$ cat config.mk
export PLATFORM = sky130hd
export DESIGN_NAME = serial_mode_cfg
export DESIGN_NICKNAME = d
export VERILOG_FILES = /design/src/rtl/serial_mode_pkg.sv /design/src/rtl/sync_two_stage.sv /design/src/rtl/port_mode.sv /design/src/rtl/serial_mode_cfg.sv
export SDC_FILE = /design/constraint.sdc
export NUM_CORES = 1
export LEC_CHECK = 0
export ABC_AREA = 1
export BUFFER_PORTS_ARGS = -buffer_cell sky130_fd_sc_hd__buf_2
export CAP_MARGIN = 20
export CORE_ASPECT_RATIO = 0.8
export CORE_MARGIN = 4
export CORE_UTILIZATION = 47
export DETAILED_ROUTE_END_ITERATION = 7
export PLACE_DENSITY_LB_ADDON = 0.12
export RECOVER_POWER = 100
export SLEW_MARGIN = 20
export SYNTH_ARGS = -nofsm -noshare
export SYNTH_HDL_FRONTEND = slang
export SYNTH_HIERARCHICAL = 1
export SYNTH_SLANG_ARGS = --single-unit
$ cat constraint.sdc
create_clock -name clk -period 3.1 [get_ports clk]
set_input_delay 0.155 -clock clk [delete_from_list [all_inputs] [get_ports clk]]
set_output_delay 0.155 -clock clk [all_outputs]
set_load 0.05 [all_outputs]
$ cat src/rtl/serial_mode_pkg.sv
// Constants, field layout and carrier structs for the serial port mode block.
// Assumes one 100 MHz clock domain and an AXI4-Lite master for software access.
package serial_mode_pkg;

   // Mode word: one bit per power-of-two mode code
   localparam int MODE_W      = 14;
   localparam int B_QUIET     = 0;   // code 1
   localparam int B_COMPUTER  = 1;   // code 2
   localparam int B_PW_GATE   = 2;   // code 4
   localparam int B_HW_HS     = 3;   // code 8
   localparam int B_HESSEN    = 4;   // code 16
   localparam int B_MULTIDROP = 5;   // code 32
   localparam int B_MODEM     = 6;   // code 64
   localparam int B_FIXUP     = 7;   // code 128
   localparam int B_XON_OFF   = 8;   // code 256, set disables XON/XOFF
   localparam int B_QUEUE     = 9;   // code 512, set disables char queue
   localparam int B_RS485     = 10;  // code 1024, second port only
   localparam int B_E71       = 11;  // code 2048
   localparam int B_PROMPT    = 12;  // code 4096
   localparam int B_E81       = 13;  // code 8192
   localparam logic [MODE_W-1:0] MODE_RESET = 14'h0380;

   // Register map (byte addresses)
   localparam int ADDR_W = 8;
   localparam logic [ADDR_W-1:0] OFF_MODE_P1 = 8'h00;
   localparam logic [ADDR_W-1:0] OFF_MODE_P2 = 8'h04;
   localparam logic [ADDR_W-1:0] OFF_STATUS  = 8'h08;

   // Status register fields, four bits per port, then RS-485 state
   localparam int ST_PORT_W = 4;
   localparam int ST_RS485  = 8;

   // AXI responses
   localparam logic [1:0] RESP_OKAY   = 2'h0;
   localparam logic [1:0] RESP_SLVERR = 2'h2;

   // User side of one port, same clock as the block
   typedef struct packed {
      logic char_busy;    // A character is on the wire
      logic cmd_valid;    // A decoded command is offered
      logic cmd_help;     // That command is the help request
      logic pw_ok;        // Correct password seen, pulse
      logic logout;       // End of session, pulse
      logic modem_ack;    // Modem start-up string sent, pulse
      logic unsolicited;  // Port wants to send a warning
      logic requested;    // That warning was asked for
      logic rx_room;      // Receiver can take more characters
   } port_in_s;

   typedef struct packed {
      logic parity_en;
      logic seven_bits;
      logic echo_en;
      logic msg_en;
      logic cmd_accept;
      logic hessen;
      logic fixup_en;
      logic xon_xoff_en;
      logic queue_en;
      logic prompt_en;
      logic multidrop_en;
      logic rs485_en;
      logic tx_hold;
      logic rts_n;
      logic dtr_n;
      logic logged_in;
      logic modem_init_req;
   } port_out_s;

endpackage

$ cat src/rtl/sync_two_stage.sv
// Two flip-flop synchroniser for asynchronous pin levels.
// Assumes the inputs change slowly compared with the clock.
`timescale 1ns/1ps
module sync_two_stage #(
   parameter int          W        = 1,
   parameter logic [W-1:0] INIT    = '0
) (
   // Clock and reset
   input  wire logic         clk,
   input  wire logic         resetn,
   // Levels
   input  wire logic [W-1:0] d,
   output logic      [W-1:0] q
);

   typedef struct packed {
      logic [W-1:0] meta;
      logic [W-1:0] stable;
   } sync_s;

   sync_s st;
   sync_s next_st;

   // First stage is read only by the second
   always_comb begin
      next_st.meta   = d;
      next_st.stable = st.meta;
   end

   always_ff @(posedge clk) begin
      if (!resetn) begin
         st <= {INIT, INIT};
      end else begin
         st <= next_st;
      end
   end

   assign q = st.stable;

endmodule // sync_two_stage

$ cat src/rtl/port_mode.sv
// Per-port mode decode: framing, echo, message gate, password gate, modem.
// Assumes a mode word held elsewhere and a synchronised CTS level.
`timescale 1ns/1ps
module port_mode
   import serial_mode_pkg::*;
#(
   parameter bit SECOND = 1'b0
) (
   // Clock and reset
   input  wire logic              clk,
   input  wire logic              resetn,
   // Mode word and link levels
   input  wire logic [MODE_W-1:0] mode,
   input  wire logic              cts_ok,
   // User side
   input  wire port_in_s          pin,
   output port_out_s              pout
);

   typedef struct packed {
      logic parity_en;
      logic seven_bits;
      logic logged_in;
      logic modem_pend;
      logic modem_was;
   } pm_s;

   pm_s st;
   pm_s next_st;

   always_comb begin
      next_st = st;
      // Framing only changes between characters
      if (!pin.char_busy) begin
         next_st.parity_en  = mode[B_E81] | mode[B_E71];
         next_st.seven_bits = mode[B_E71];
      end
      // Login: set wins over logout
      if (pin.logout)
         next_st.logged_in = 1'b0;
      if (pin.pw_ok)
         next_st.logged_in = 1'b1;
      // Modem start-up string owed on enable or power-up
      next_st.modem_was = mode[B_MODEM];
      if (pin.modem_ack)
         next_st.modem_pend = 1'b0;
      if (mode[B_MODEM] && !st.modem_was)
         next_st.modem_pend = 1'b1;
   end

   always_ff @(posedge clk) begin
      if (!resetn) begin
         st <= '0;
      end else begin
         st <= next_st;
      end
   end

   // Outputs decoded from the registered mode word
   always_comb begin
      pout.parity_en    = st.parity_en;
      pout.seven_bits   = st.seven_bits;
      pout.echo_en      = ~mode[B_COMPUTER];
      pout.msg_en       = pin.unsolicited &
                          (~mode[B_QUIET] | pin.requested);
      pout.cmd_accept   = pin.cmd_valid & (~mode[B_PW_GATE] |
                          st.logged_in | pin.cmd_help);
      pout.hessen       = mode[B_HESSEN];
      pout.fixup_en     = mode[B_FIXUP];
      pout.xon_xoff_en  = ~mode[B_XON_OFF];
      pout.queue_en     = ~mode[B_QUEUE];
      pout.prompt_en    = mode[B_PROMPT] & ~mode[B_COMPUTER];
      pout.rs485_en     = SECOND & mode[B_RS485];
      pout.multidrop_en = mode[B_MULTIDROP] & ~pout.rs485_en;
      pout.tx_hold      = mode[B_HW_HS] & ~cts_ok;
      pout.rts_n        = mode[B_HW_HS] & ~pin.rx_room;
      pout.dtr_n        = ~mode[B_MODEM];
      pout.logged_in    = st.logged_in;
      pout.modem_init_req = st.modem_pend;
   end

endmodule // port_mode

$ cat src/rtl/serial_mode_cfg.sv
// Mode configuration for two serial ports, reached over AXI4-Lite.
// Assumes a single 100 MHz clock, CTS pins arriving asynchronously and
// user-side port logic on the same clock.
//
// Behaviour
// - Each mode is one power-of-two bit, and the mode word reads back as the sum of codes.
// - Quiet mode blocks unsolicited messages unless the remote party asked for them.
// - Computer mode turns off echo of received characters.
// - Framing defaults to no parity, 8 bits, 1 stop; code 8192 selects even parity, 8 bits.
// - Code 2048 selects even parity, 7 data bits, 1 stop bit.
// - Code 1024 puts the second port into RS-485, which overrides multidrop.
// - With the password gate on, only the help request is accepted before login.
// - Code 32 enables multidrop, with commands addressed by instrument identifier.
// - Code 64 requests a modem start-up string and drives the modem control line.
// - Code 128 enables parity fix-up for the Hessen protocol and is on by default.
// - Code 256 disables XON/XOFF flow control and is set by default.
// - Code 8 enables RTS/CTS flow control, holding transmission while CTS is off.
// - Code 512 disables the character queue and is set by default.
// - Code 4096 enables a command prompt in terminal mode.
// - Code 16 selects the Hessen command protocol.
// - Each port has its own mode word, independent of the other.
//
// Chosen here: the placing of the registers and the AXI4-Lite slave port.
`timescale 1ns/1ps
module serial_mode_cfg
   import serial_mode_pkg::*;
(
   // Clock and reset
   input  wire logic              clk,
   input  wire logic              resetn,
   // AXI4-Lite write address
   input  wire logic [ADDR_W-1:0] s_axi_awaddr,
   input  wire logic              s_axi_awvalid,
   output logic                   s_axi_awready,
   // AXI4-Lite write data
   input  wire logic [31:0]       s_axi_wdata,
   input  wire logic [3:0]        s_axi_wstrb,
   input  wire logic              s_axi_wvalid,
   output logic                   s_axi_wready,
   // AXI4-Lite write response
   output logic [1:0]             s_axi_bresp,
   output logic                   s_axi_bvalid,
   input  wire logic              s_axi_bready,
   // AXI4-Lite read address
   input  wire logic [ADDR_W-1:0] s_axi_araddr,
   input  wire logic              s_axi_arvalid,
   output logic                   s_axi_arready,
   // AXI4-Lite read data
   output logic [31:0]            s_axi_rdata,
   output logic [1:0]             s_axi_rresp,
   output logic                   s_axi_rvalid,
   input  wire logic              s_axi_rready,
   // Clear-to-send pins, active low, asynchronous
   input  wire logic              first_cts_n,
   input  wire logic              second_cts_n,
   // First serial port user side
   input  wire port_in_s          first_serial_port_in,
   output port_out_s              first_serial_port_out,
   // Second serial port user side
   input  wire port_in_s          second_serial_port_in,
   output port_out_s              second_serial_port_out
);

   ////////////////////////////////////////////////////////////////////////
   // State

   typedef struct packed {
      logic              aw_got;
      logic [ADDR_W-1:0] waddr;
      logic              w_got;
      logic [31:0]       wdata;
      logic [3:0]        wstrb;
      logic              bvalid;
      logic [1:0]        bresp;
      logic              rvalid;
      logic [1:0]        rresp;
      logic [31:0]       rdata;
      logic [MODE_W-1:0] mode_p1;
      logic [MODE_W-1:0] mode_p2;
   } cfg_s;

   cfg_s st;
   cfg_s next_st;

   logic [1:0] cts_n_sync;

   ////////////////////////////////////////////////////////////////////////
   // Helpers

   // Merge a write into a mode word by byte lane; upper bits are dropped
   function automatic logic [MODE_W-1:0] merge_mode(
      input logic [MODE_W-1:0] old_w,
      input logic [31:0]       data,
      input logic [3:0]        strb
   );
      logic [MODE_W-1:0] res;
      res = old_w;
      if (strb[0])
         res[7:0] = data[7:0];
      if (strb[1])
         res[MODE_W-1:8] = data[MODE_W-1:8];
      return res;
   endfunction

   // Known register offsets
   function automatic logic mapped(input logic [ADDR_W-1:0] a);
      return (a == OFF_MODE_P1) || (a == OFF_MODE_P2) || (a == OFF_STATUS);
   endfunction

   // Four status bits of one port
   function automatic logic [ST_PORT_W-1:0] port_status(input port_out_s p);
      return {p.modem_init_req, p.logged_in, p.seven_bits, p.parity_en};
   endfunction

   ////////////////////////////////////////////////////////////////////////
   // Bus handshakes

   // Address and data are held off while a response is pending
   assign s_axi_awready = ~st.aw_got & ~st.bvalid;
   assign s_axi_wready  = ~st.w_got & ~st.bvalid;
   assign s_axi_arready = ~st.rvalid;

   // Response outputs straight from flip-flops
   assign s_axi_bvalid = st.bvalid;
   assign s_axi_bresp  = st.bresp;
   assign s_axi_rvalid = st.rvalid;
   assign s_axi_rresp  = st.rresp;
   assign s_axi_rdata  = st.rdata;

   ////////////////////////////////////////////////////////////////////////
   // Next state

   always_comb begin
      logic [31:0] rd;
      rd      = '0;
      next_st = st;

      // Capture write address and data in either order
      if (s_axi_awvalid && s_axi_awready) begin
         next_st.aw_got = 1'b1;
         next_st.waddr  = s_axi_awaddr;
      end
      if (s_axi_wvalid && s_axi_wready) begin
         next_st.w_got = 1'b1;
         next_st.wdata = s_axi_wdata;
         next_st.wstrb = s_axi_wstrb;
      end

      // Retire write response
      if (st.bvalid && s_axi_bready)
         next_st.bvalid = 1'b0;

      // Perform write once both halves are held
      if (st.aw_got && st.w_got) begin
         next_st.aw_got = 1'b0;
         next_st.w_got  = 1'b0;
         next_st.bvalid = 1'b1;
         next_st.bresp  = mapped(st.waddr) ? RESP_OKAY : RESP_SLVERR;
         // Each port keeps its own word
         if (st.waddr == OFF_MODE_P1)
            next_st.mode_p1 = merge_mode(st.mode_p1, st.wdata, st.wstrb);
         if (st.waddr == OFF_MODE_P2)
            next_st.mode_p2 = merge_mode(st.mode_p2, st.wdata, st.wstrb);
      end

      // Retire read response
      if (st.rvalid && s_axi_rready)
         next_st.rvalid = 1'b0;

      // Read: mode words read back as the combined mode code
      if (s_axi_arvalid && s_axi_arready) begin
         case (s_axi_araddr)
            OFF_MODE_P1: rd[MODE_W-1:0] = st.mode_p1;
            OFF_MODE_P2: rd[MODE_W-1:0] = st.mode_p2;
            OFF_STATUS: begin
               rd[ST_PORT_W-1:0]           = port_status(first_serial_port_out);
               rd[2*ST_PORT_W-1:ST_PORT_W] = port_status(second_serial_port_out);
               rd[ST_RS485]                = second_serial_port_out.rs485_en;
            end
            default: rd = '0;
         endcase
         next_st.rvalid = 1'b1;
         next_st.rdata  = rd;
         next_st.rresp  = mapped(s_axi_araddr) ? RESP_OKAY : RESP_SLVERR;
      end
   end

   // Defaults leave XON/XOFF, queue and fix-up bits set
   always_ff @(posedge clk) begin
      if (!resetn) begin
         st         <= '0;
         st.mode_p1 <= MODE_RESET;
         st.mode_p2 <= MODE_RESET;
      end else begin
         st <= next_st;
      end
   end

   ////////////////////////////////////////////////////////////////////////
   // Pins into the clock domain

   // CTS idles inactive (high) so hardware flow control starts held off
   sync_two_stage #(
      .W    (2),
      .INIT (2'h3)
   ) u_cts_sync (
      .clk    (clk),
      .resetn (resetn),
      .d      ({second_cts_n, first_cts_n}),
      .q      (cts_n_sync)
   );

   ////////////////////////////////////////////////////////////////////////
   // Port decode, one instance per port

   port_mode #(
      .SECOND (1'b0)
   ) u_first_port (
      .clk    (clk),
      .resetn (resetn),
      .mode   (st.mode_p1),
      .cts_ok (~cts_n_sync[0]),
      .pin    (first_serial_port_in),
      .pout   (first_serial_port_out)
   );

   // Only this port can switch to RS-485
   port_mode #(
      .SECOND (1'b1)
   ) u_second_port (
      .clk    (clk),
      .resetn (resetn),
      .mode   (st.mode_p2),
      .cts_ok (~cts_n_sync[1]),
      .pin    (second_serial_port_in),
      .pout   (second_serial_port_out)
   );

endmodule // serial_mode_cfg

* After elaboration in Yosys (flattened, before gate mapping)
Index checks and enable logic that the tools add are counted.
** Operators by class
- Eq/ne operators :: 4
- Multiplexer cells :: 16
- Bitwise logic cells :: 41
- Reduce and logical (&&, ||, !) cells :: 27
** Operators with widths (count)
- two-way mux 35 bit :: 1
- one-hot mux 9 bit (3 select lines) :: 1
- inverter 1 bit :: 20
- equality test 8 x 3 -> 1 bit, second input constant :: 2
- equality test 8 x 4 -> 1 bit, second input constant :: 2
- zero test 8 bit :: 2
- bitwise AND 1 bit :: 13
- AND reduction 3 bit :: 4
- nonzero test 2 bit :: 6
- two-way mux 1 bit :: 10
- one-hot mux 5 bit (2 select lines) :: 1
- logical AND 1 bit :: 8
- OR 1 bit :: 8
- logical OR 1 bit :: 4
- two-way mux 2 bit :: 2
- two-way mux 3 bit :: 1
- zero test 1 bit :: 2
- OR reduction 2 bit :: 1
** Word-level totals
- Bits in registers :: 88
- Input port bits :: 79
- Output and inout bits :: 75
- Logic and storage cells :: 114

* Longest topological paths before layout
Gate-level depths: netlist of the first run.
- Word-level depth :: 5
- Gate-level depth with buffers :: 8
- Mapped depth without buffers :: 7

* Hierarchy
The synthesis of the first run kept the hierarchy.
** Modules (own cells, without submodules)
- serial_mode_cfg :: instances 1, cells an instance 435, area each 3193.1 um^2
- port_mode (u_first_port) :: instances 1, cells an instance 47, area each 309.0 um^2
- port_mode (u_second_port) :: instances 1, cells an instance 47, area each 305.3 um^2
- sync_two_stage :: instances 1, cells an instance 12, area each 110.1 um^2

* Worst setup path after synthesis of the first run
OpenSTA, ideal clock, no wires.
- Kind :: reg2reg
- Start :: register st (netlist bit s_axi_bvalid)
- End :: register st[74] (netlist bit)
- Arrival :: 2.082 ns
- Setup slack :: 0.953 ns
- Cell stages (with the launch flop) :: 7
- Path buffers :: 1
- Period minus slack after synthesis :: 2.147 ns
- Path through :: dfxtp_1 > nor2_1 > nand2_1 > inv_1 > buf_2 > nor2_1 > nor2_1
** Between the ends
- Cells in the longest elaborated chain, start to end :: 3
** Ends and longest elaborated chain
- start: declaration :: line serial_mode_cfg.sv:82 : cfg_s st;
- start signal: assignment :: line serial_mode_cfg.sv:195 : st <= next_st;
- inverter 1 bit :: line serial_mode_cfg.sv:120 : assign s_axi_wready = ~st.w_got & ~st.bvalid;
- bitwise AND 1 bit :: line serial_mode_cfg.sv:120
- net s_axi_wready :: line serial_mode_cfg.sv:39 : output logic s_axi_wready,
- logical AND 1 bit :: line serial_mode_cfg.sv:143 : if (s_axi_wvalid && s_axi_wready) begin
The timed path passes the listed nets, and every way through them passes these cells.
A chain may end at the register's enable or synchronous reset.

* Worst setup path in the final report of the first run
- Start :: register st[103] (netlist bit)
- End :: register st[21] (netlist bit)
** Between the ends
- Cells in the longest elaborated chain, start to end :: 2
** Ends and longest elaborated chain
- zero test 8 bit :: line serial_mode_cfg.sv:160 : if (st.waddr == OFF_MODE_P1)
- AND reduction 3 bit (no line)
Every way passes these cells.

==> metrics.md, run 1 <==
| Metric | Value |
|---|---|
| Setup crit end kind | `flop` |
| RSZ-0062 raised after global routing | `no` |
| Die W | `around 110 um` |
| Inserted Diodes | `0` |
| Antenna violations before repair | `0` |
| Met3 usage | `5.004%` |
| Crit path launch type | `flop` |
| Register Area | `1722 um2` |
| Top post-synthesis cells by count | `nand2_1 (98), dfxtp_1 (86), nor2_1 (75)` |
| Layout fillers | `just over 800` |
| Finish-stage setup viols | `0` |
| Maximum buffer depth of the clock tree | `2` |
| Ys flop type | `dfxtp_1` |
| Core Region | `approximately 8000 um2` |
| Synthesized flop and latch total | `between 80 and 90` |
| CTS tree | `yes` |
| MaxCap Viol Count | `1` |
| Layout cells sized above 1 | `between 10% and 20%` |
| TritonRoute pass-1 iters | `4` |
| DR iter-0 viols | `around 180` |
| DP HPWL | `approximately 6.9 mm` |
| Final Hold Vio Count | `0` |
| Final setup skew | `around 14 ps` |
| Yosys cell types | `25` |
| IO Count | `~150` |
| Max Fanout on Critical Path | `16` |
| Final Cell Area | `around 4400 um2` |
| Clk pwr share | `a little under two fifths` |
| LEAKAGE | `roughly 2 nW` |
| Root Driver | `clkbuf_8` |
| Global-route wire length before repair | `around 15 mm` |
| Clock latency at the later pin of the worst-skew pair | `between 300 and 400 ps` |
| Most frequent cell after synthesis | `nand2_1` |
| Fin crit period | `between 2000 and 2500 ps` |
| GRT met2 Usage | `between 30% and 40%` |
| Cells after Synth | `around 540` |
| Combinational Power Share | `14.3%` |
| Slew margin rel. | `-34.64%` |
| I/O Buffers | `between 100 and 150` |
| Switching Fraction | `about 29%` |
| Critical path class | `reg2reg` |
| Vias/cell | `4.804` |
| Largest area contributor in the netlist | `dfxtp_1` |
| Mapped Area | `3918 um2` |
| Met1 Use GR | `26.84%` |
| Starting Density | `a little under 50%` |
| Outcome | `finished, violations left` |
| Largest net degree at the start of global routing | `between 50 and 60` |
| RD Place Congestion | `0.8112` |
| P_sw | `0.6924 mW` |
| GR Util All Layers | `19.73%` |
| Area added between synthesis and finish | `11.88%` |
| Post-synth top area share | `43.95%` |
| YS warnings | `6` |
| Power Density | `~550 nW/um2` |
| Clock sinks | `between 80 and 90` |
| Grt ovf | `0` |
| Required time worst endpoint | `3260 ps` |
| Vias in the first global route | `between 3,000 and 4,000` |
| FP Rows | `29` |
| Post-cts sizing count | `0` |
| Worst Max-Slew Pin Slew | `approximately 2000 ps` |
| Die footprint | `between 9000 and 10,000 um2` |
| CP arrival | `2420 ps` |
| Fmax | `441.5 MHz` |
| Layout Nets | `around 700` |
| Area occupied by multi-input gates | `1568 um2` |
| Largest cells by area after synthesis | `dfxtp_1 (44%), buf_4 (10%), nand2_1 (9.4%)` |
| Peak supply drop | `0.0003040 V` |
| Sequential area share after synthesis | `between 40% and 50%` |
| Routed wire length | `between 9 and 10 mm` |
| HP Class | `in2reg` |
| Setup TNS Final | `0 ps` |
| Gr busiest metal | `met2` |
| Routed Antenna Nets | `0` |
| Tcrit/Tclk final | `73.07%` |
| Async SR Flop Fraction | `0%` |
| CTS Buf Count | `9` |
| Synth Area per Inst | `7.241 um2` |
| Via count | `roughly 3,500` |
| Post-DP Area | `between 4000 and 5000 um2` |
| Avg WL per Cell | `about 13 um` |
| Number of enable flip-flop cells after synthesis | `0` |
| Part of the power in registers | `around half` |
| CTS H-tree lvls | `3` |
| DRC violations left | `0` |
| Die span in y | `89.66 um` |
| CTS clk-pin slew, worst paths | `approximately 90 ps` |
| Slew Viols, Final | `53` |
| Failing checks | `max-capacitance violations, max-slew violations` |
| Pint | `1.734 mW` |
[per-layer routing]
layer / up-vias / wire (um)
li1: 1804 / -
met1: 1592 / 4454
met2: 109 / 4212
met3: 7 / 726
met4: 0 / 87
met5: - / 0
[flip-flops by register name, summed over array words and instances (netlist names)]
register            count
st                     54
s_axi_rdata            14
u_first_port/pout       4
u_second_port/pout      4
u_cts_sync/next_st      2
u_cts_sync/q            2
s_axi_bresp             1
s_axi_bvalid            1
s_axi_rresp             1
s_axi_rvalid            1
u_first_port/st         1
u_second_port/st        1
[through the flow]
stage,hold WS (ps),instances,setup slack (ps),utilization (%),power [mW]
CTS,23.95,731,1064,55.84,2.461
floorplan,223.7,560,953.2,-,1.512
finish,43.47,731,835.0,54.66,2.427
global route,44.62,731,558.9,54.66,2.540
global placement,328.0,713,1057,52.69,1.564
detailed placement,336.5,713,1061,52.69,1.569
[placed cells by master (no fill, tap or decap), types with 4 or more instances in the layout]
master and n:
buf_2 57, a21boi_0 6, a21oi_1 42, nand2_1 98, o21ai_0 30, nand3_1 62, clkbuf_8 11, clkbuf_1 56
inv_1 52, nor2_1 75, a21o_1 4, conb_1 21, dfxtp_1 86
[final timing paths]
check	startpoint	slack [ps]	endpoint	depth (start not counted)
worst min-delay path	s_axi_wdata[11]	40	st[81]$_SDFFE_PN0P_	3
worst max-delay path	st[103]$_SDFFE_PN0P_	830	st[21]$_SDFFE_PN1P_	5
worst max register to register	st[103]$_SDFFE_PN0P_	830	st[21]$_SDFFE_PN1P_	5
worst min register to register	u_cts_sync/next_st[0]$_SDFF_PN1_	400	u_cts_sync/q[0]$_SDFF_PN1_	2
[kinds of logic after synthesis]
group | synth area share [%]
other cells | 0.1917
simple gates | 26.70
buf+inv | 17.28
compound gates | 11.88
flops | 43.95
[critical path, cell delays in order (launching register included)]
cell and delay, ps:
dfxtp_1 320, or2_0 290, nor3_2 800, nand2_1 430, nand2_1 150, nand3_1 70
[area by class of cell]
cell class / instances / area share (%)
clock buffers: 11 / 3.454
clock inverters: 5 / 1.856
inverters: 54 / 4.625
multi-input cells: 351 / 35.77
flip-flops and latches: 86 / 39.28
well taps: 108 / 3.083
repair buffers: 116 / 11.93
[power groups by stage]
stage / clock network (mW) / registers, mW / logic (mW)
after detailed placement: 0 / 1.21 / 0.360
after CTS: 0.913 / 1.18 / 0.363
final: 0.895 / 1.18 / 0.348
after floorplan: 0 / 1.21 / 0.306
after global routing: 0.962 / 1.19 / 0.386
after global placement: 0 / 1.21 / 0.355
[timing repair]
action,in CTS,in global routing
buffers inserted,0,0
hold buffers,2,0
hold endpoints to repair,2,0
setup endpoints to repair,0,0
No activity file was read; power rests on OpenSTA's default activity.
==> inputs of run 2 (changes only) <==
--- a/config.mk
+++ b/config.mk
@@ -5,7 +5,7 @@
 export SDC_FILE = /design/constraint.sdc
 export NUM_CORES = 1
 export LEC_CHECK = 0
-export ABC_AREA = 1
+export ABC_AREA = 0
 export BUFFER_PORTS_ARGS = -buffer_cell sky130_fd_sc_hd__buf_2
 export CAP_MARGIN = 20
 export CORE_ASPECT_RATIO = 0.8
==> constraint.sdc (replaced) <==
create_clock -name clk -period 2.4 [get_ports clk]
set_input_delay 0.12 -clock clk [delete_from_list [all_inputs] [get_ports clk]]
set_output_delay 0.12 -clock clk [all_outputs]
set_load 0.05 [all_outputs]
==> run 2 against run 1 <==
The run now ends clean. First-iteration DRC count shrank 16%. Sequential power is 27% higher. Clock power up 15%. Total power up 21%. Final area grew 2.3%. Largest cell class is now multi-input combinational cells.
==> metrics.md, run 2 <==
| Metric | Value |
|---|---|
| Outcome | `finished clean (was finished, violations left)` |
| Vias in the first global route | `2,998 (was 3,258)` |
| Worst-path cell with the longest stage delay | `clkbuf_1 (was nor3_2)` |
| Ys flop type | `dfxtp_1 (unchanged)` |
| Required time worst endpoint | `2670 ps (was 3260 ps)` |
| Finish-stage setup viols | `0 (unchanged)` |
| Slew margin rel. | `0.7107% (was -34.64%)` |
| Layout cells sized above 1 | `17.85% (was 12.52%)` |
| Largest cells by area after synthesis | `dfxtp_1 (44%), mux2i_1 (11%), buf_4 (10%) (was dfxtp_1 (44%), buf_4 (10%), nand2_1 (9.4%))` |
| CP arrival | `2170 ps (was 2420 ps)` |
| Antenna violations before repair | `0 (unchanged)` |
| DR iter-0 viols | `149 (was 177)` |
| FP Rows | `29 (unchanged)` |
| Routed Antenna Nets | `0 (unchanged)` |
| Mapped Area | `3949 um2 (was 3918 um2)` |
| CTS tree | `yes (unchanged)` |
| Die footprint | `9942 um2 (was 9869 um2)` |
| Inserted Diodes | `0 (unchanged)` |
| IO Count | `154 (unchanged)` |
| Die span in y | `89.99 um (was 89.66 um)` |
| Setup TNS Final | `0 ps (unchanged)` |
| CP cell instances | `buf_2 -> clkbuf_1 -> nand2_1 -> mux2i_1 (was or2_0 -> nor3_2 -> nand2_1 -> nand2_1 -> nand3_1)` |
| Largest net degree at the start of global routing | `47 (was 53)` |
| Peak supply drop | `0.0003289 V (was 0.0003040 V)` |
| CTS Hold Bufs | `9 (was 2)` |
| Synth Area per Inst | `9.120 um2 (was 7.241 um2)` |
| Largest Register | `st (unchanged)` |
| DRC violations left | `0 (unchanged)` |
| Largest area contributor in the netlist | `dfxtp_1 (unchanged)` |
| RD Place Congestion | `0.7888 (was 0.8112)` |
| Worst Max-Slew Pin Slew | `1489 ps (was 2020 ps)` |
| Critical path class | `in2reg (was reg2reg)` |
| Number of enable flip-flop cells after synthesis | `0 (unchanged)` |
| LEAKAGE | `1.883 nW (was 1.970 nW)` |
| Final Hold Vio Count | `0 (unchanged)` |
| Most frequent cells in the layout | `dfxtp_1 (86), nand2_1 (70), buf_2 (58) (was nand2_1 (98), dfxtp_1 (86), nor2_1 (75))` |
| Area added between synthesis and finish | `13.56% (was 11.88%)` |
| Post-cts sizing count | `0 (unchanged)` |
| Max incr delay on CP | `1120 ps (was 800 ps)` |
| Power Density | `654.8 nW/um2 (was 553.7 nW/um2)` |
| MaxCap Viol Count | `0 (was 1)` |
| Root Driver | `clkbuf_8 (unchanged)` |
| Cells after Synth | `433 (was 541)` |
| Max Fanout on Critical Path | `34 (was 16)` |
| Die W | `110.5 um (was 110.1 um)` |
| Final Core Density | `55.67% (was 54.66%)` |
| Setup crit end kind | `flop (unchanged)` |
| Most frequent cell after synthesis | `dfxtp_1 (was nand2_1)` |
| Simple-gate share of the synthesized area | `18.85% (was 26.70%)` |
| RSZ-0062 raised after global routing | `no (unchanged)` |
| Fin crit period | `between 1500 and 2000 ps` |
| Post-Synth XOR/XNOR Area | `0% (unchanged)` |
| Largest family of logic cells by synthesized area | `simple AND/OR/NAND/NOR gates (unchanged)` |
| Most common cell after layout, fill and taps aside | `dfxtp_1 (was nand2_1)` |
| Yosys cell types | `41 (was 25)` |
| Fmax | `approximately 530 MHz` |
| HP Class | `in2reg (unchanged)` |
| Via count | `3,126 (was 3,512)` |
| Synthesized flop and latch total | `86 (unchanged)` |
| Tcrit/Tclk final | `around four fifths` |
| Area share of fa/ha/maj cells after synthesis | `0% (unchanged)` |
| Slew Viols, Final | `0 (was 53)` |
| Global-route wire length before repair | `15.02 mm (was 15.11 mm)` |
| Layout fillers | `821 (was 826)` |
| Clock sinks | `86 (unchanged)` |
| Routed wire length | `9.079 mm (was 9.480 mm)` |
| Mux contribution to synthesized area | `13.47% (was 0%)` |
| Starting Density | `49.02% (was 48.85%)` |
| YS warnings | `6 (unchanged)` |
| CTS Buf Count | `9 (unchanged)` |
| Vias/cell | `4.970 (was 4.804)` |
| Async SR Flop Fraction | `0% (unchanged)` |
| Avg WL per Cell | `14.43 um (was 12.97 um)` |
| CTS clk-pin slew, worst paths | `80 ps (was 90 ps)` |
| Post-DP Area | `4270 um2 (was 4225 um2)` |
| TritonRoute pass-1 iters | `5 (was 4)` |
| Crit path launch type | `input pin (was flop)` |
| Grt ovf | `0 (unchanged)` |
| Final Cell Area | `4484 um2 (was 4383 um2)` |
| Setup bufs post-CTS | `0 (unchanged)` |
| Post-synth top area share | `43.60% (was 43.95%)` |
| Core Region | `8055 um2 (was 8019 um2)` |
| CTS H-tree lvls | `3 (unchanged)` |
| Final setup skew | `6.396 ps (was 14.18 ps)` |
| Total power | `2.936 mW (was 2.427 mW)` |
| Clock latency at the later pin of the worst-skew pair | `350 ps (was 360 ps)` |
| Layout Nets | `595 (was 697)` |
| Maximum buffer depth of the clock tree | `2 (unchanged)` |
| I/O Buffers | `112 (unchanged)` |
| Compound-gate portion of the synthesized area | `9.918% (was 11.88%)` |
| GR Util All Layers | `18.14% (was 19.73%)` |
| Sequential area share after synthesis | `43.60% (was 43.95%)` |
| Max reg flops | `54 (unchanged)` |
| DP HPWL | `6.599 mm (was 6.879 mm)` |
| Top post-synthesis cells by count | `dfxtp_1 (86), nand2_1 (70), buf_4 (53) (was nand2_1 (98), dfxtp_1 (86), nor2_1 (75))` |
| Hold_ws | `5.023 ps (was 43.47 ps)` |
run 2: cell count changes in the layout (fill, tap and decap cells not counted), sizes merged, moves of 12 or more:
cell	previous run	this run
o21ai	30	5
mux2i	0	43
nand3	62	5
nor2	77	26
nand2	98	70
nand2b	0	13
nor2b	0	12
a21oi	42	20
inv	52	14
run 2: path summary, 6_finish.rpt:
path | start | slack (ps) | end | cells after the start
setup / recovery | resetn | 500 | st[26]$_SDFFE_PN0P_ | 4
setup reg to reg | st[108]$_SDFFE_PN0P_ | 710 | st[21]$_SDFFE_PN1P_ | 3
hold reg to reg | u_cts_sync/next_st[0]$_SDFF_PN1_ | 410 | u_cts_sync/q[0]$_SDFF_PN1_ | 1
hold / removal | s_axi_wstrb[0] | 5 | st[66]$_SDFFE_PN0P_ | 3
run 2: power by group:
part | total [mW] | internal (mW) | switching (mW)
combinational | 0.403 | 0.120 | 0.283
sequential | 1.50 | 1.47 | 0.0327
clock | 1.03 | 0.538 | 0.493
run 2: routing by layer:
| layer | part of all wire (%) | wire (um) | vias to the layer above | GRT usage [%] |
|---|---|---|---|---|
| li1 | - | - | 1567 | - |
| met1 | 48 | 4366 | 1429 | 25.00 |
| met2 | 43 | 3871 | 123 | 27.53 |
| met3 | 8.3 | 753 | 7 | 6.309 |
| met4 | 0.97 | 88 | 0 | 3.897 |
| met5 | 0 | 0 | - | 0 |
run 2: kinds of logic after synthesis:
kind of cell           after synthesis
AND/OR/NAND/NOR                    150
buffers and inverters               88
flip-flops                          86
AO/OA/AOI/OAI                       55
multiplexers                        52
other                                2
run 2: worst max-delay path: cells and delay by family:
| family | cells | cell delay [ps] |
|---|---|---|
| buffers and inverters | 2 | 1460 |
| multiplexers | 1 | 240 |
| AND/OR/NAND/NOR | 1 | 320 |
run 2: through the flow:
step	instances	worst slack (ps)
6_report	629	501.0
5_1_grt	629	350.0
4_1_cts	629	655.3
3_5_place_dp	604	668.0
3_3_place_gp	604	713.9
2_1_floorplan	452	781.4
run 2: area by class of cell:
class	instances	area, um2	share of cell area (%)
multi-input cells	278	1753	39.09
flip-flops and latches	86	1722	38.39
repair buffers	126	616.8	13.76
clock buffers	13	158.9	3.544
well taps	108	135.1	3.013
inverters	15	56.30	1.256
clock inverters	3	42.54	0.9487
